[src/shared/dpram_consts.svh]
// timing constants for the dual-port ram port host
`ifndef DPRAM_CONSTS_SVH
`define DPRAM_CONSTS_SVH

// clock period of ref_clk
`define CLK_PERIOD_NS 4

// port timing figures, fastest grade
`define T_WC_NS   10
`define T_EW_NS   8
`define T_WP_NS   8
`define T_DW_NS   6
`define T_SWRD_NS 5
`define T_WH_NS   8
`define T_AA_NS   10
`define T_BDD_NS  10

// least times round up to whole cycles
`define CYC_MIN(ns) (((ns) + `CLK_PERIOD_NS - 1) / `CLK_PERIOD_NS)

`define WC_CYC   `CYC_MIN(`T_WC_NS)
`define WP_CYC   `CYC_MIN(`T_WP_NS)
`define EW_CYC   `CYC_MIN(`T_EW_NS)
`define SWRD_CYC `CYC_MIN(`T_SWRD_NS)
`define WH_CYC   `CYC_MIN(`T_WH_NS)
`define AA_CYC   `CYC_MIN(`T_AA_NS)
`define BDD_CYC  `CYC_MIN(`T_BDD_NS)

// gap counters saturate at this value
`define GAP_MAX 7

`endif

[src/shared/dpram_pkg.sv]
// types for the dual-port ram port host
`default_nettype none

package dpram_pkg;

  // host sequencer states
  typedef enum logic [2:0] {
    ST_IDLE,
    ST_SETUP,
    ST_WRITE,
    ST_READ,
    ST_FINISH
  } host_state_t;

endpackage : dpram_pkg

`default_nettype wire

[src/shared/tmr_if.sv]
// carrier between the sequencer and its cycle timer
`default_nettype none

interface tmr_if #(
  parameter int W = 4
);
  logic         load;
  logic [W-1:0] value;
  logic         done;

  modport ctl (output load, output value, input done);
  modport tmr (input load, input value, output done);
endinterface : tmr_if

`default_nettype wire

[src/hdl/cycle_timer.sv]
// down counter that times the phases of a port cycle
`default_nettype none

module cycle_timer (
  input  wire logic ref_clk,
  input  wire logic rst,
  tmr_if.tmr        t
);
  logic [$bits(t.value)-1:0] cnt_r;

  // expired once the count is spent and no reload is pending
  assign t.done = (cnt_r == '0) && !t.load;

  // load wins over counting
  always_ff @(posedge ref_clk or posedge rst) begin
    if (rst) begin
      cnt_r <= '0;
    end else if (t.load) begin
      cnt_r <= t.value;
    end else if (cnt_r != '0) begin
      cnt_r <= cnt_r - 1'b1;
    end
  end
endmodule : cycle_timer

`default_nettype wire

[src/hdl/dpram_host.sv]
// host that drives one port of an asynchronous dual-port ram
// Functional notes
// device writes only while select and strobe low
// select low is array, flag select is flags
// keep array-or-flag choice stable through write
// change address only with strobes inactive
// late select keeps device outputs off
// outputs disabled so minimum pulse width suffices
// device releases data within 4 ns
// space write starts by write cycle time
// drive write data before end of write
// hold write data past end of write
// write ends at first strobe rising
// flag read drives all lines alike
// wait after flag write before flag read
// device grants contended flag to one port
// busy follows address match in master
// busy follows port select in master
// earlier settled port wins arbitration
// colliding read valid after busy release delay
// forward busy to slave before its write
// hold write after busy release
// port-to-port data delay bounded
// read data valid after last access delay
// slave suppresses writes while busy held low
// master never drives both busy low
// busy pins output in master, input slave
// first flag writer of zero obtains token
// both ports behave identically
`include "dpram_consts.svh"
`default_nettype none

module dpram_host #(
  parameter int ADDR_W = 17,
  parameter int DATA_W = 36,
  parameter int BE_W   = 4,
  parameter int TMR_W  = 4
) (
  input  wire logic              ref_clk,
  input  wire logic              rst,
  // user request side
  input  wire logic              req_valid,
  output logic                   req_ready,
  input  wire logic              req_write,
  input  wire logic              req_flag,
  input  wire logic [ADDR_W-1:0] req_addr,
  input  wire logic [DATA_W-1:0] req_wdata,
  input  wire logic [BE_W-1:0]   req_be,
  output logic                   rsp_valid,
  output logic [DATA_W-1:0]      rsp_rdata,
  // ram port pins
  output logic                   ce_n,
  output logic                   flag_space_select_n,
  output logic                   rw_n,
  output logic                   oe_n,
  output logic [BE_W-1:0]        byte_lane_enable_n,
  output logic [ADDR_W-1:0]      addr,
  output logic [DATA_W-1:0]      dq_o,
  output logic                   dq_oe,
  input  wire logic [DATA_W-1:0] dq_i,
  input  wire logic              busy_n,
  output logic                   busy_fwd_n
);

  // ***************************************************************
  // elaboration checks
  // ***************************************************************
  if (DATA_W != BE_W * 9) begin : g_bad_lanes
    $error("DATA_W must be nine bits per byte lane");
  end
  if ((1 << TMR_W) <= `AA_CYC || (1 << TMR_W) <= `BDD_CYC || (1 << TMR_W) <= `WH_CYC) begin : g_bad_tmr
    $error("TMR_W too narrow for the phase counts");
  end

  // ***************************************************************
  // state and latched request
  // ***************************************************************
  dpram_pkg::host_state_t st_r;
  dpram_pkg::host_state_t st_nxt;
  logic                   wr_q_r;
  logic                   flag_q_r;
  logic [BE_W-1:0]        be_q_r;
  logic [ADDR_W-1:0]      addr_r;
  logic [DATA_W-1:0]      dq_o_r;
  logic                   ce_n_r;
  logic                   sem_n_r;
  logic                   rw_n_r;
  logic                   oe_n_r;
  logic [BE_W-1:0]        be_n_r;
  logic                   dq_oe_r;
  logic                   rsp_valid_r;
  logic [DATA_W-1:0]      rdata_r;
  logic [2:0]             sem_gap_r;
  logic [2:0]             wr_gap_r;

  tmr_if #(.W(TMR_W)) ph ();

  cycle_timer u_phase (
    .ref_clk (ref_clk),
    .rst     (rst),
    .t       (ph)
  );

  // ***************************************************************
  // request acceptance
  // ***************************************************************
  wire flag_rd_early = req_flag && !req_write && (sem_gap_r < 3'(`SWRD_CYC));
  wire accept        = req_valid && req_ready;
  wire wr_sel        = accept ? req_write : wr_q_r;
  wire flag_sel      = accept ? req_flag : flag_q_r;
  wire [BE_W-1:0] be_sel = accept ? req_be : be_q_r;

  // a flag read waits out the write-to-read gap
  assign req_ready = (st_r == dpram_pkg::ST_IDLE) && !flag_rd_early;

  // ***************************************************************
  // sequencer
  // ***************************************************************
  // phase timer reloads: pulse width, access time, busy stretch
  always_comb begin
    st_nxt   = st_r;
    ph.load  = 1'b0;
    ph.value = '0;
    case (st_r)
      dpram_pkg::ST_IDLE: begin
        if (accept) begin
          st_nxt = dpram_pkg::ST_SETUP;
        end
      end
      dpram_pkg::ST_SETUP: begin
        ph.load = 1'b1;
        if (wr_q_r) begin
          st_nxt   = dpram_pkg::ST_WRITE;
          ph.value = TMR_W'(`WP_CYC - 1);
        end else begin
          st_nxt   = dpram_pkg::ST_READ;
          ph.value = TMR_W'(`AA_CYC - 1);
        end
      end
      dpram_pkg::ST_WRITE: begin
        if (!busy_n) begin
          // busy may rise late in a cycle, so count one spare cycle
          ph.load  = 1'b1;
          ph.value = TMR_W'(`WH_CYC);
        end else if (ph.done) begin
          st_nxt = dpram_pkg::ST_FINISH;
        end
      end
      dpram_pkg::ST_READ: begin
        if (!busy_n) begin
          // spare cycle covers a release just after the last low sample
          ph.load  = 1'b1;
          ph.value = TMR_W'(`BDD_CYC);
        end else if (ph.done) begin
          st_nxt = dpram_pkg::ST_FINISH;
        end
      end
      dpram_pkg::ST_FINISH: begin
        st_nxt = dpram_pkg::ST_IDLE;
      end
      default: begin
        st_nxt = dpram_pkg::ST_IDLE;
      end
    endcase
  end

  // ***************************************************************
  // pin decode from the next state
  // ***************************************************************
  wire sel_act    = (st_nxt == dpram_pkg::ST_WRITE) || (st_nxt == dpram_pkg::ST_READ);
  // only one of the two selects is ever low
  wire ce_n_nxt   = !(sel_act && !flag_sel);
  wire sem_n_nxt  = !(sel_act && flag_sel);
  // strobe falls with the select so the device keeps its outputs off
  wire rw_n_nxt   = !(st_nxt == dpram_pkg::ST_WRITE);
  // output enable stays high during writes
  wire oe_n_nxt   = !(st_nxt == dpram_pkg::ST_READ);
  wire [BE_W-1:0] be_n_nxt = sel_act ? ~be_sel : {BE_W{1'b1}};
  // data driven from setup until one cycle past end of write
  wire dq_oe_nxt  = wr_sel && (st_nxt == dpram_pkg::ST_SETUP ||
                               st_nxt == dpram_pkg::ST_WRITE ||
                               st_nxt == dpram_pkg::ST_FINISH);
  wire rd_done    = (st_r == dpram_pkg::ST_READ) && (st_nxt == dpram_pkg::ST_FINISH);
  wire wr_done    = (st_r == dpram_pkg::ST_WRITE) && (st_nxt == dpram_pkg::ST_FINISH);
  wire wr_start   = (st_r == dpram_pkg::ST_SETUP) && wr_q_r;

  // ***************************************************************
  // registers
  // ***************************************************************
  // state and pin registers
  always_ff @(posedge ref_clk or posedge rst) begin
    if (rst) begin
      st_r    <= dpram_pkg::ST_IDLE;
      ce_n_r  <= 1'b1;
      sem_n_r <= 1'b1;
      rw_n_r  <= 1'b1;
      oe_n_r  <= 1'b1;
      be_n_r  <= {BE_W{1'b1}};
      dq_oe_r <= 1'b0;
    end else begin
      st_r    <= st_nxt;
      ce_n_r  <= ce_n_nxt;
      sem_n_r <= sem_n_nxt;
      rw_n_r  <= rw_n_nxt;
      oe_n_r  <= oe_n_nxt;
      be_n_r  <= be_n_nxt;
      dq_oe_r <= dq_oe_nxt;
    end
  end

  // request capture, address moves only while idle strobes are high
  always_ff @(posedge ref_clk or posedge rst) begin
    if (rst) begin
      wr_q_r   <= 1'b0;
      flag_q_r <= 1'b0;
      be_q_r   <= '0;
      addr_r   <= '0;
      dq_o_r   <= '0;
    end else if (accept) begin
      wr_q_r   <= req_write;
      flag_q_r <= req_flag;
      be_q_r   <= req_be;
      addr_r   <= req_addr;
      dq_o_r   <= req_wdata;
    end
  end

  // answer: one-cycle pulse at end of read or write
  always_ff @(posedge ref_clk or posedge rst) begin
    if (rst) begin
      rsp_valid_r <= 1'b0;
      rdata_r     <= '0;
    end else begin
      rsp_valid_r <= rd_done || wr_done;
      if (rd_done) begin
        rdata_r <= dq_i;
      end
    end
  end

  // cycles since last flag write end and since last write start
  always_ff @(posedge ref_clk or posedge rst) begin
    if (rst) begin
      sem_gap_r <= 3'(`GAP_MAX);
      wr_gap_r  <= 3'(`GAP_MAX);
    end else begin
      if (wr_done && flag_q_r) begin
        sem_gap_r <= '0;
      end else if (sem_gap_r != 3'(`GAP_MAX)) begin
        sem_gap_r <= sem_gap_r + 1'b1;
      end
      if (wr_start) begin
        wr_gap_r <= '0;
      end else if (wr_gap_r != 3'(`GAP_MAX)) begin
        wr_gap_r <= wr_gap_r + 1'b1;
      end
    end
  end

  // ***************************************************************
  // outputs
  // ***************************************************************
  assign ce_n                = ce_n_r;
  assign flag_space_select_n = sem_n_r;
  assign rw_n                = rw_n_r;
  assign oe_n                = oe_n_r;
  assign byte_lane_enable_n  = be_n_r;
  assign addr                = addr_r;
  assign dq_o                = dq_o_r;
  assign dq_oe               = dq_oe_r;
  assign rsp_valid           = rsp_valid_r;
  assign rsp_rdata           = rdata_r;
  // master busy passes straight to a slave's busy input
  assign busy_fwd_n          = busy_n;
endmodule : dpram_host

`default_nettype wire

[config.mk]
export PLATFORM = sky130hd
export DESIGN_NAME = dpram_host
export DESIGN_NICKNAME = d
export VERILOG_FILES = /design/src/shared/dpram_pkg.sv /design/src/shared/tmr_if.sv /design/src/hdl/cycle_timer.sv /design/src/hdl/dpram_host.sv
export VERILOG_INCLUDE_DIRS = /design/src /design/src/shared
export SDC_FILE = /design/constraint.sdc
export NUM_CORES = 1
export LEC_CHECK = 0
export CORE_ASPECT_RATIO = 0.6
export CORE_MARGIN = 5
export CORE_UTILIZATION = 30
export DETAILED_ROUTE_END_ITERATION = 10
export DONT_BUFFER_PORTS = 1
export HOLD_SLACK_MARGIN = 0.06
export PLACE_DENSITY = 0.53
export SLEW_MARGIN = 10
export SYNTH_ARGS = -nofsm -noshare
export SYNTH_HDL_FRONTEND = slang
export SYNTH_SLANG_ARGS = --single-unit
export TNS_END_PERCENT = 10
[constraint.sdc]
create_clock -name ref_clk -period 4.5 [get_ports ref_clk]
set_input_delay 0.45 -clock ref_clk [delete_from_list [all_inputs] [get_ports ref_clk]]
set_output_delay 0.45 -clock ref_clk [all_outputs]
set_load 0.005 [all_outputs]
# Word level (Yosys, flattened, before mapping)
# Index checks and enable logic that the tools add are counted.
[word_totals] ff_bits=115 out_inout_bits=101 wordCells=76
[op_classes] n_addsub=2 n_lt_le_gt_ge=1 n_eq_ne=8 muxes=19 n_bitwise=1 n_reduce_logical=29
[op_table] operator="4-bit two-way mux" count=4
[op_table] operator="3-bit two-way mux" count=5
[op_table] operator="3-bit by 2-bit == test with 1-bit output (second input constant)" count=4
[op_table] operator="1-bit logical AND" count=11
[op_table] operator="3-bit case mux with 3 select lines" count=1
[op_table] operator="1-bit zero test" count=8
[op_table] operator="3-bit by 1-bit == test with 1-bit output (second input constant)" count=2
[op_table] operator="2-bit two-way mux" count=3
[op_table] operator="2-bit case mux with 3 select lines" count=1
[op_table] operator="4-bit zero test" count=1
[op_table] operator="1-bit logical OR" count=4
[op_table] operator="1-bit two-way mux" count=4
[op_table] operator="4-bit inverter" count=1
[op_table] operator="2-bit nonzero test" count=2
[op_table] operator="4-bit nonzero test" count=1
[op_table] operator="4-bit by 1-bit subtractor with 4-bit output (second input constant)" count=1
[op_table] operator="3-bit by 1-bit adder with 3-bit output (second input constant)" count=1
[op_table] operator="3-bit == test (second input constant)" count=1
[op_table] operator="3-bit zero test" count=1
[op_table] operator="3-bit by 2-bit < comparator with 1-bit output (second input constant)" count=1
[op_table] operator="3-bit != test (second input constant)" count=1
[op_table] operator="1-bit case mux with 2 select lines" count=1
[op_table] operator="2-bit OR reduction" count=1

# Logic depth before layout (Yosys ltp)
[logic_depth] word_depth=12 depth_mapped=7

# By module
# From an unflattened synthesis, not the netlist that was laid out.
[hier_totals] hier_cells=285 area_unflattened_um2=4717.0
[modules_own_cells] mod="dpram_host" instances=1 cells_each=261 area_per_inst_um2=4465.5 seq_area_each_um2=2791.4
[modules_own_cells] mod="cycle_timer" instances=1 cells_each=24 area_per_inst_um2=251.5 seq_area_each_um2=100.1

# Worst setup path before layout
# OpenSTA, ideal clock, no wires.
[synth_timing] path_type="flip-flop to flip-flop" startpoint="register u_phase.cnt_r[0]" endpoint="register rdata_r[0], in the netlist rsp_rdata[0]" setup_time_ns=0.125 arrival_ns=1.975 t_required_ns=4.375 setup_slack_ns=2.400 stages_incl_launch_ff=8 n_path_buf=2 period_less_slack_ns=2.100 cell_sequence="dfrtp_1 > inv_1 > ha_1 > or3b_1 > buf_2 > nor3_4 > buf_6 > mux2_2"
[synth_via] elab_chain_cells=7
[synth_lines] element="start, declared" line_no="cycle_timer.sv:9" source="logic [$bits(t.value)-1:0] cnt_r;"
[synth_lines] element="start signal, assigned" line_no="cycle_timer.sv:19" source="cnt_r <= t.value;"
[synth_lines] element="start signal, assigned" line_no="cycle_timer.sv:21" source="cnt_r <= cnt_r - 1'b1;"
[synth_lines] element="4-bit zero test" line_no="cycle_timer.sv:12" source="assign t.done = (cnt_r == '0) && !t.load;"
[synth_lines] element="1-bit logical AND" line_no="cycle_timer.sv:12"
[synth_lines] element="3-bit two-way mux" line_no="dpram_host.sv:145, dpram_host.sv:154"
[synth_lines] element="3-bit two-way mux" line_no="dpram_host.sv:141" source="if (!busy_n) begin"
[synth_lines] element="3-bit case mux with 3 select lines" line_no="dpram_host.sv:124" source="case (st_r)"
[synth_lines] element="3-bit == test" line_no="dpram_host.sv:183" source="wire rd_done = (st_r == dpram_pkg::ST_READ) && (st_nxt == dpram_pkg::ST_FINISH);"
[synth_lines] element="1-bit logical AND" line_no="dpram_host.sv:183"
[synth_lines] element="end signal, assigned" line_no="dpram_host.sv:236" source="rdata_r <= dq_i;"
[synth_lines] element="end, declared" line_no="dpram_host.sv:92" source="logic [DATA_W-1:0] rdata_r;"
# No other way between the ends.
# A chain may end at the register's enable or synchronous reset.

# Final worst setup path
[layout_timing] startpoint="register sem_gap_r[1]" endpoint="register dq_o_r[8], in the netlist dq_o[8]"
[layout_via] elab_chain_cells=5
[layout_lines] element="start, declared" line_no="dpram_host.sv:93" source="logic [2:0] sem_gap_r;"
[layout_lines] element="start signal, assigned" line_no="dpram_host.sv:244" source="sem_gap_r <= 3'(`GAP_MAX);"
[layout_lines] element="start signal, assigned" line_no="dpram_host.sv:250" source="sem_gap_r <= sem_gap_r + 1'b1;"
[layout_lines] element="3-bit by 2-bit < comparator with 1-bit output" line_no="dpram_host.sv:107" source="wire flag_rd_early = req_flag && !req_write && (sem_gap_r < 3'(`SWRD_CYC));"
[layout_lines] element="1-bit logical AND" line_no="dpram_host.sv:107"
[layout_lines] element="1-bit zero test" line_no="dpram_host.sv:114" source="assign req_ready = (st_r == dpram_pkg::ST_IDLE) && !flag_rd_early;"
[layout_lines] element="1-bit logical AND" line_no="dpram_host.sv:114"
[layout_lines] element="1-bit logical AND" line_no="dpram_host.sv:108" source="wire accept = req_valid && req_ready;"
[layout_lines] element="end signal, assigned" line_no="dpram_host.sv:224" source="dq_o_r <= req_wdata;"
[layout_lines] element="end, declared" line_no="dpram_host.sv:84" source="logic [DATA_W-1:0] dq_o_r;"
# No other way between the ends.

==> summary.md <==
The run finished with clean final reports. Leaving out fill and tap cells, the most frequent cell in the layout is sky130_fd_sc_hd__dfrtp_1. The H-tree was split into 4 levels. For the worst-skew pair, the clock arrives at the later sink with an insertion delay of 400 ps. The final critical delay including setup and external delays was 2720 ps; the final instance area was 5280 µm².

The worst pin sits at a relative slew slack of 23.8%. The run gives 2,594 as the via count of the first global-routing pass. The tools report the combined area of all synthesized cells as 4510 µm². The post-synth net total came out at 394. For this design, the sink count on the clock tree is 115. In the global route stage, overall resource usage came out at 10.7%. Setup violations remaining at the end of the flow were counted as 0. The worst register-to-register path has a depth of 4. The worst-case hold slack is 120 ps, and the per-cell via count in the routed design is 4.62.

The worst setup path is captured at a flop. The number of antenna violations at the first check in global routing was 0. For the first-iteration detailed-routing DRC count, the log shows 80. The hold-fix buffer count after cts was 0; the number of antenna-violating nets in the routed design was 0. After technology mapping, the gate count stands at 292. The pre-antenna-repair detailed-routing pass consisted of 4 iterations. The tools report the element type at the critical path start as a flop. For this run the aggregate overflow at the end of global routing stands at 0. The clock arrives with 12.2 ps of skew. The worst path uses 60.4% of the clock period.

The die is 105 µm tall. At the worst endpoint, the required time is 4780 ps. The tools report the warning count from the yosys run as 0. At the pin with the least slew margin, the transition time is 1140 ps. Of all nets on the critical path, the largest fanout is 48.

For this design the top-level I/O count stands at 200. Compared with the post-synthesis result, the final layout area differs by 16.9%. Number of buffers created by CTS: 17. Once layout is complete, the cells apart from fillers number 511.

The worst-case IR drop observed on VDD is 0.313 mV. In the final routed layout, each cell accounts on average for 18.7 µm. The origin of the critical flop-to-flop path is sem_gap_r[1]. The number of buffer cells added on primary ports was 0. Worst flop-to-flop path endpoint: dq_o[8]. Count of final max-slew check failures: 0. In the layout the commonest cells are 104 x sky130_fd_sc_hd__dfrtp_1, 90 x sky130_fd_sc_hd__mux2_2, 17 x sky130_fd_sc_hd__clkbuf_16, 11 x sky130_fd_sc_hd__dfstp_2, 9 x sky130_fd_sc_hd__nand2_1. Core outline area: 14,600 µm². Once the floorplan was initialized, standard cells occupied 30.8% of the core.

Counting the fill cells in the layout gives 1,417. The die is 168 µm wide. The run gives 402 as the number of nets in the layout. The maximum frequency from static timing analysis was 368 MHz; the count of flip-flops with a built-in enable after synthesis was 0. The logs give 4.15 mW for the final total power and 36 for the count of distinct cell types in the synthesized netlist. The path class of the tightest hold or removal check is input pin to async pin.

Summed over all layers, the routed wires come to 9570 µm. The repair_antennas step left the layout with diodes totalling 0. After routing, the total negative slack on setup checks comes to 0 ps. The die covers 17,700 µm².

The number of buffers on the longest clock path was 2. TritonCTS built the clock tree. The number of cell rows was 34. The post-CTS setup buffer count came out at 0.

Post-cts repair resize count: 0. The worst endpoint data arrival time is 2990 ps, and the share of cells above drive strength 1 is 46.6%. Once placement completed, the tool counted placed cells totaling 479. At the end of routability-driven placement, the weighted congestion stood at 0.739.

The cell area power density came out at 787 nW/µm². The clock tree root buffer cell was sky130_fd_sc_hd__clkbuf_16. The total leakage power is 2.29 nW, and the async set or reset register ratio after synthesis is 100%. Mean area per synthesized cell: 15.5 µm². Clock-pin slew was measured on the worst setup and hold paths at 60 ps. Entering global routing, the biggest net connects 78 pins. The run gives 14,800 µm as the global-route wire length before repair. The count of maximum capacitance violations is 0, and the final routed DRC violation total is 0. The run gives 6980 µm as the total half-perimeter wirelength after legalization and detailed placement. The worst setup path is of the flop to flop kind. The hold violation count in the final report is 0, and the instance area at placement is 4680 µm². For the register area share after synthesis, the log shows 64.1%.

The most used flip-flop cell after synthesis is sky130_fd_sc_hd__dfrtp_1. In this run, synthesis produced a sequential element count of 115. Setup repair after global routing left no endpoint under its margin. The slack of the worst reg-to-reg path came out at 1780 ps. The detailed router placed 2,362 vias in this run.
cells in the mapped netlist, types with 3 or more instances:
master	count	area (µm²)
sky130_fd_sc_hd__buf_4	3	22.5
sky130_fd_sc_hd__nor2_1	4	15.0
sky130_fd_sc_hd__mux2_2	90	1010
sky130_fd_sc_hd__buf_6	6	67.6
sky130_fd_sc_hd__dfrtp_1	104	2600
sky130_fd_sc_hd__o21ai_0	5	25.0
sky130_fd_sc_hd__xnor2_1	3	26.3
sky130_fd_sc_hd__nor3_1	6	30.0
sky130_fd_sc_hd__ha_1	3	37.5
sky130_fd_sc_hd__nand3_1	7	35.0
sky130_fd_sc_hd__buf_2	3	15.0
sky130_fd_sc_hd__a21bo_2	5	50.1
sky130_fd_sc_hd__nand2_1	10	37.5
sky130_fd_sc_hd__dfstp_2	11	289
sky130_fd_sc_hd__inv_1	4	15.0
stage by stage:
step,utilization (%),worst slack [ps]
finish,36.1,1780
global route,36.1,1660
global placement,32.0,1760
floorplan,-,1020
CTS,36.1,1750
detailed placement,32.0,1710
report_power, final:
part	switching, mW	leakage [nW]	internal, mW
registers	0.403	1.40	1.57
clock network	0.502	0.275	0.852
logic	0.333	0.614	0.492
per-layer routing:
layer | wire [µm] | global-route usage, %
met1 | 4010 | 13.5
met2 | 4200 | 15.4
met3 | 1300 | 6.34
met4 | 67 | 3.30
met5 | 0 | 0
area by class of cell:
| class | count | area, µm² | share of cell area [%] |
|---|---|---|---|
| Sequential cell | 115 | 2890 | 54.8 |
| Multi-Input combinational cell | 159 | 1500 | 28.4 |
| Inverter | 4 | 17.5 | 0.332 |
| Clock buffer | 19 | 453 | 8.58 |
| Timing Repair Buffer | 3 | 22.5 | 0.427 |
| Tap cell | 198 | 248 | 4.69 |
| Clock inverter | 13 | 149 | 2.82 |
worst max-delay path: stages, from the launching register on:
cell and delay, ps:
sky130_fd_sc_hd__dfstp_2 380, sky130_fd_sc_hd__or4b_1 630, sky130_fd_sc_hd__nand2_2 860, sky130_fd_sc_hd__buf_4 330, sky130_fd_sc_hd__mux2_2 350
worst max-delay path by stage:
stage / start / end / slack [ps] / depth (start not counted)
6_report: sem_gap_r[1] / dq_o[8] / 1780 / 4
5_1_grt: sem_gap_r[1] / dq_o[8] / 1660 / 4
2_1_floorplan: rst / addr[0] / 1020 / 1
3_5_place_dp: req_write / dq_o[8] / 1710 / 4
4_1_cts: sem_gap_r[1] / dq_o[8] / 1750 / 4
3_3_place_gp: req_write / addr[9] / 1760 / 4
kinds of logic (layout without fill, tap and decap cells):
| kind of cell | count (synthesis) | count (layout) | synth area share, % |
|---|---|---|---|
| and+or+nand+nor | 43 | 43 | 5.79 |
| DFF | 115 | 115 | 64.1 |
| adders and majority gates | 3 | 3 | 0.832 |
| muxes | 92 | 92 | 22.9 |
| xor gates and xnor gates | 4 | 4 | 0.776 |
| buffers and inverters | 18 | 39 | 2.83 |
| AOI/OAI and AO/OA | 17 | 17 | 2.83 |
sequential cells by signal, indices dropped and copies added (netlist names):
signal / count
ce_n: 1
byte_lane_enable_n: 4
sem_gap_r: 3
dq_o: 36
addr: 17
rw_n: 1
rsp_valid: 1
flag_space_select_n: 1
u_phase.cnt_r: 4
rsp_rdata: 36
flag_q_r: 1
oe_n: 1
st_r: 3
wr_q_r: 1
dq_oe: 1
be_q_r: 4
(Power assumes the default switching activity.)
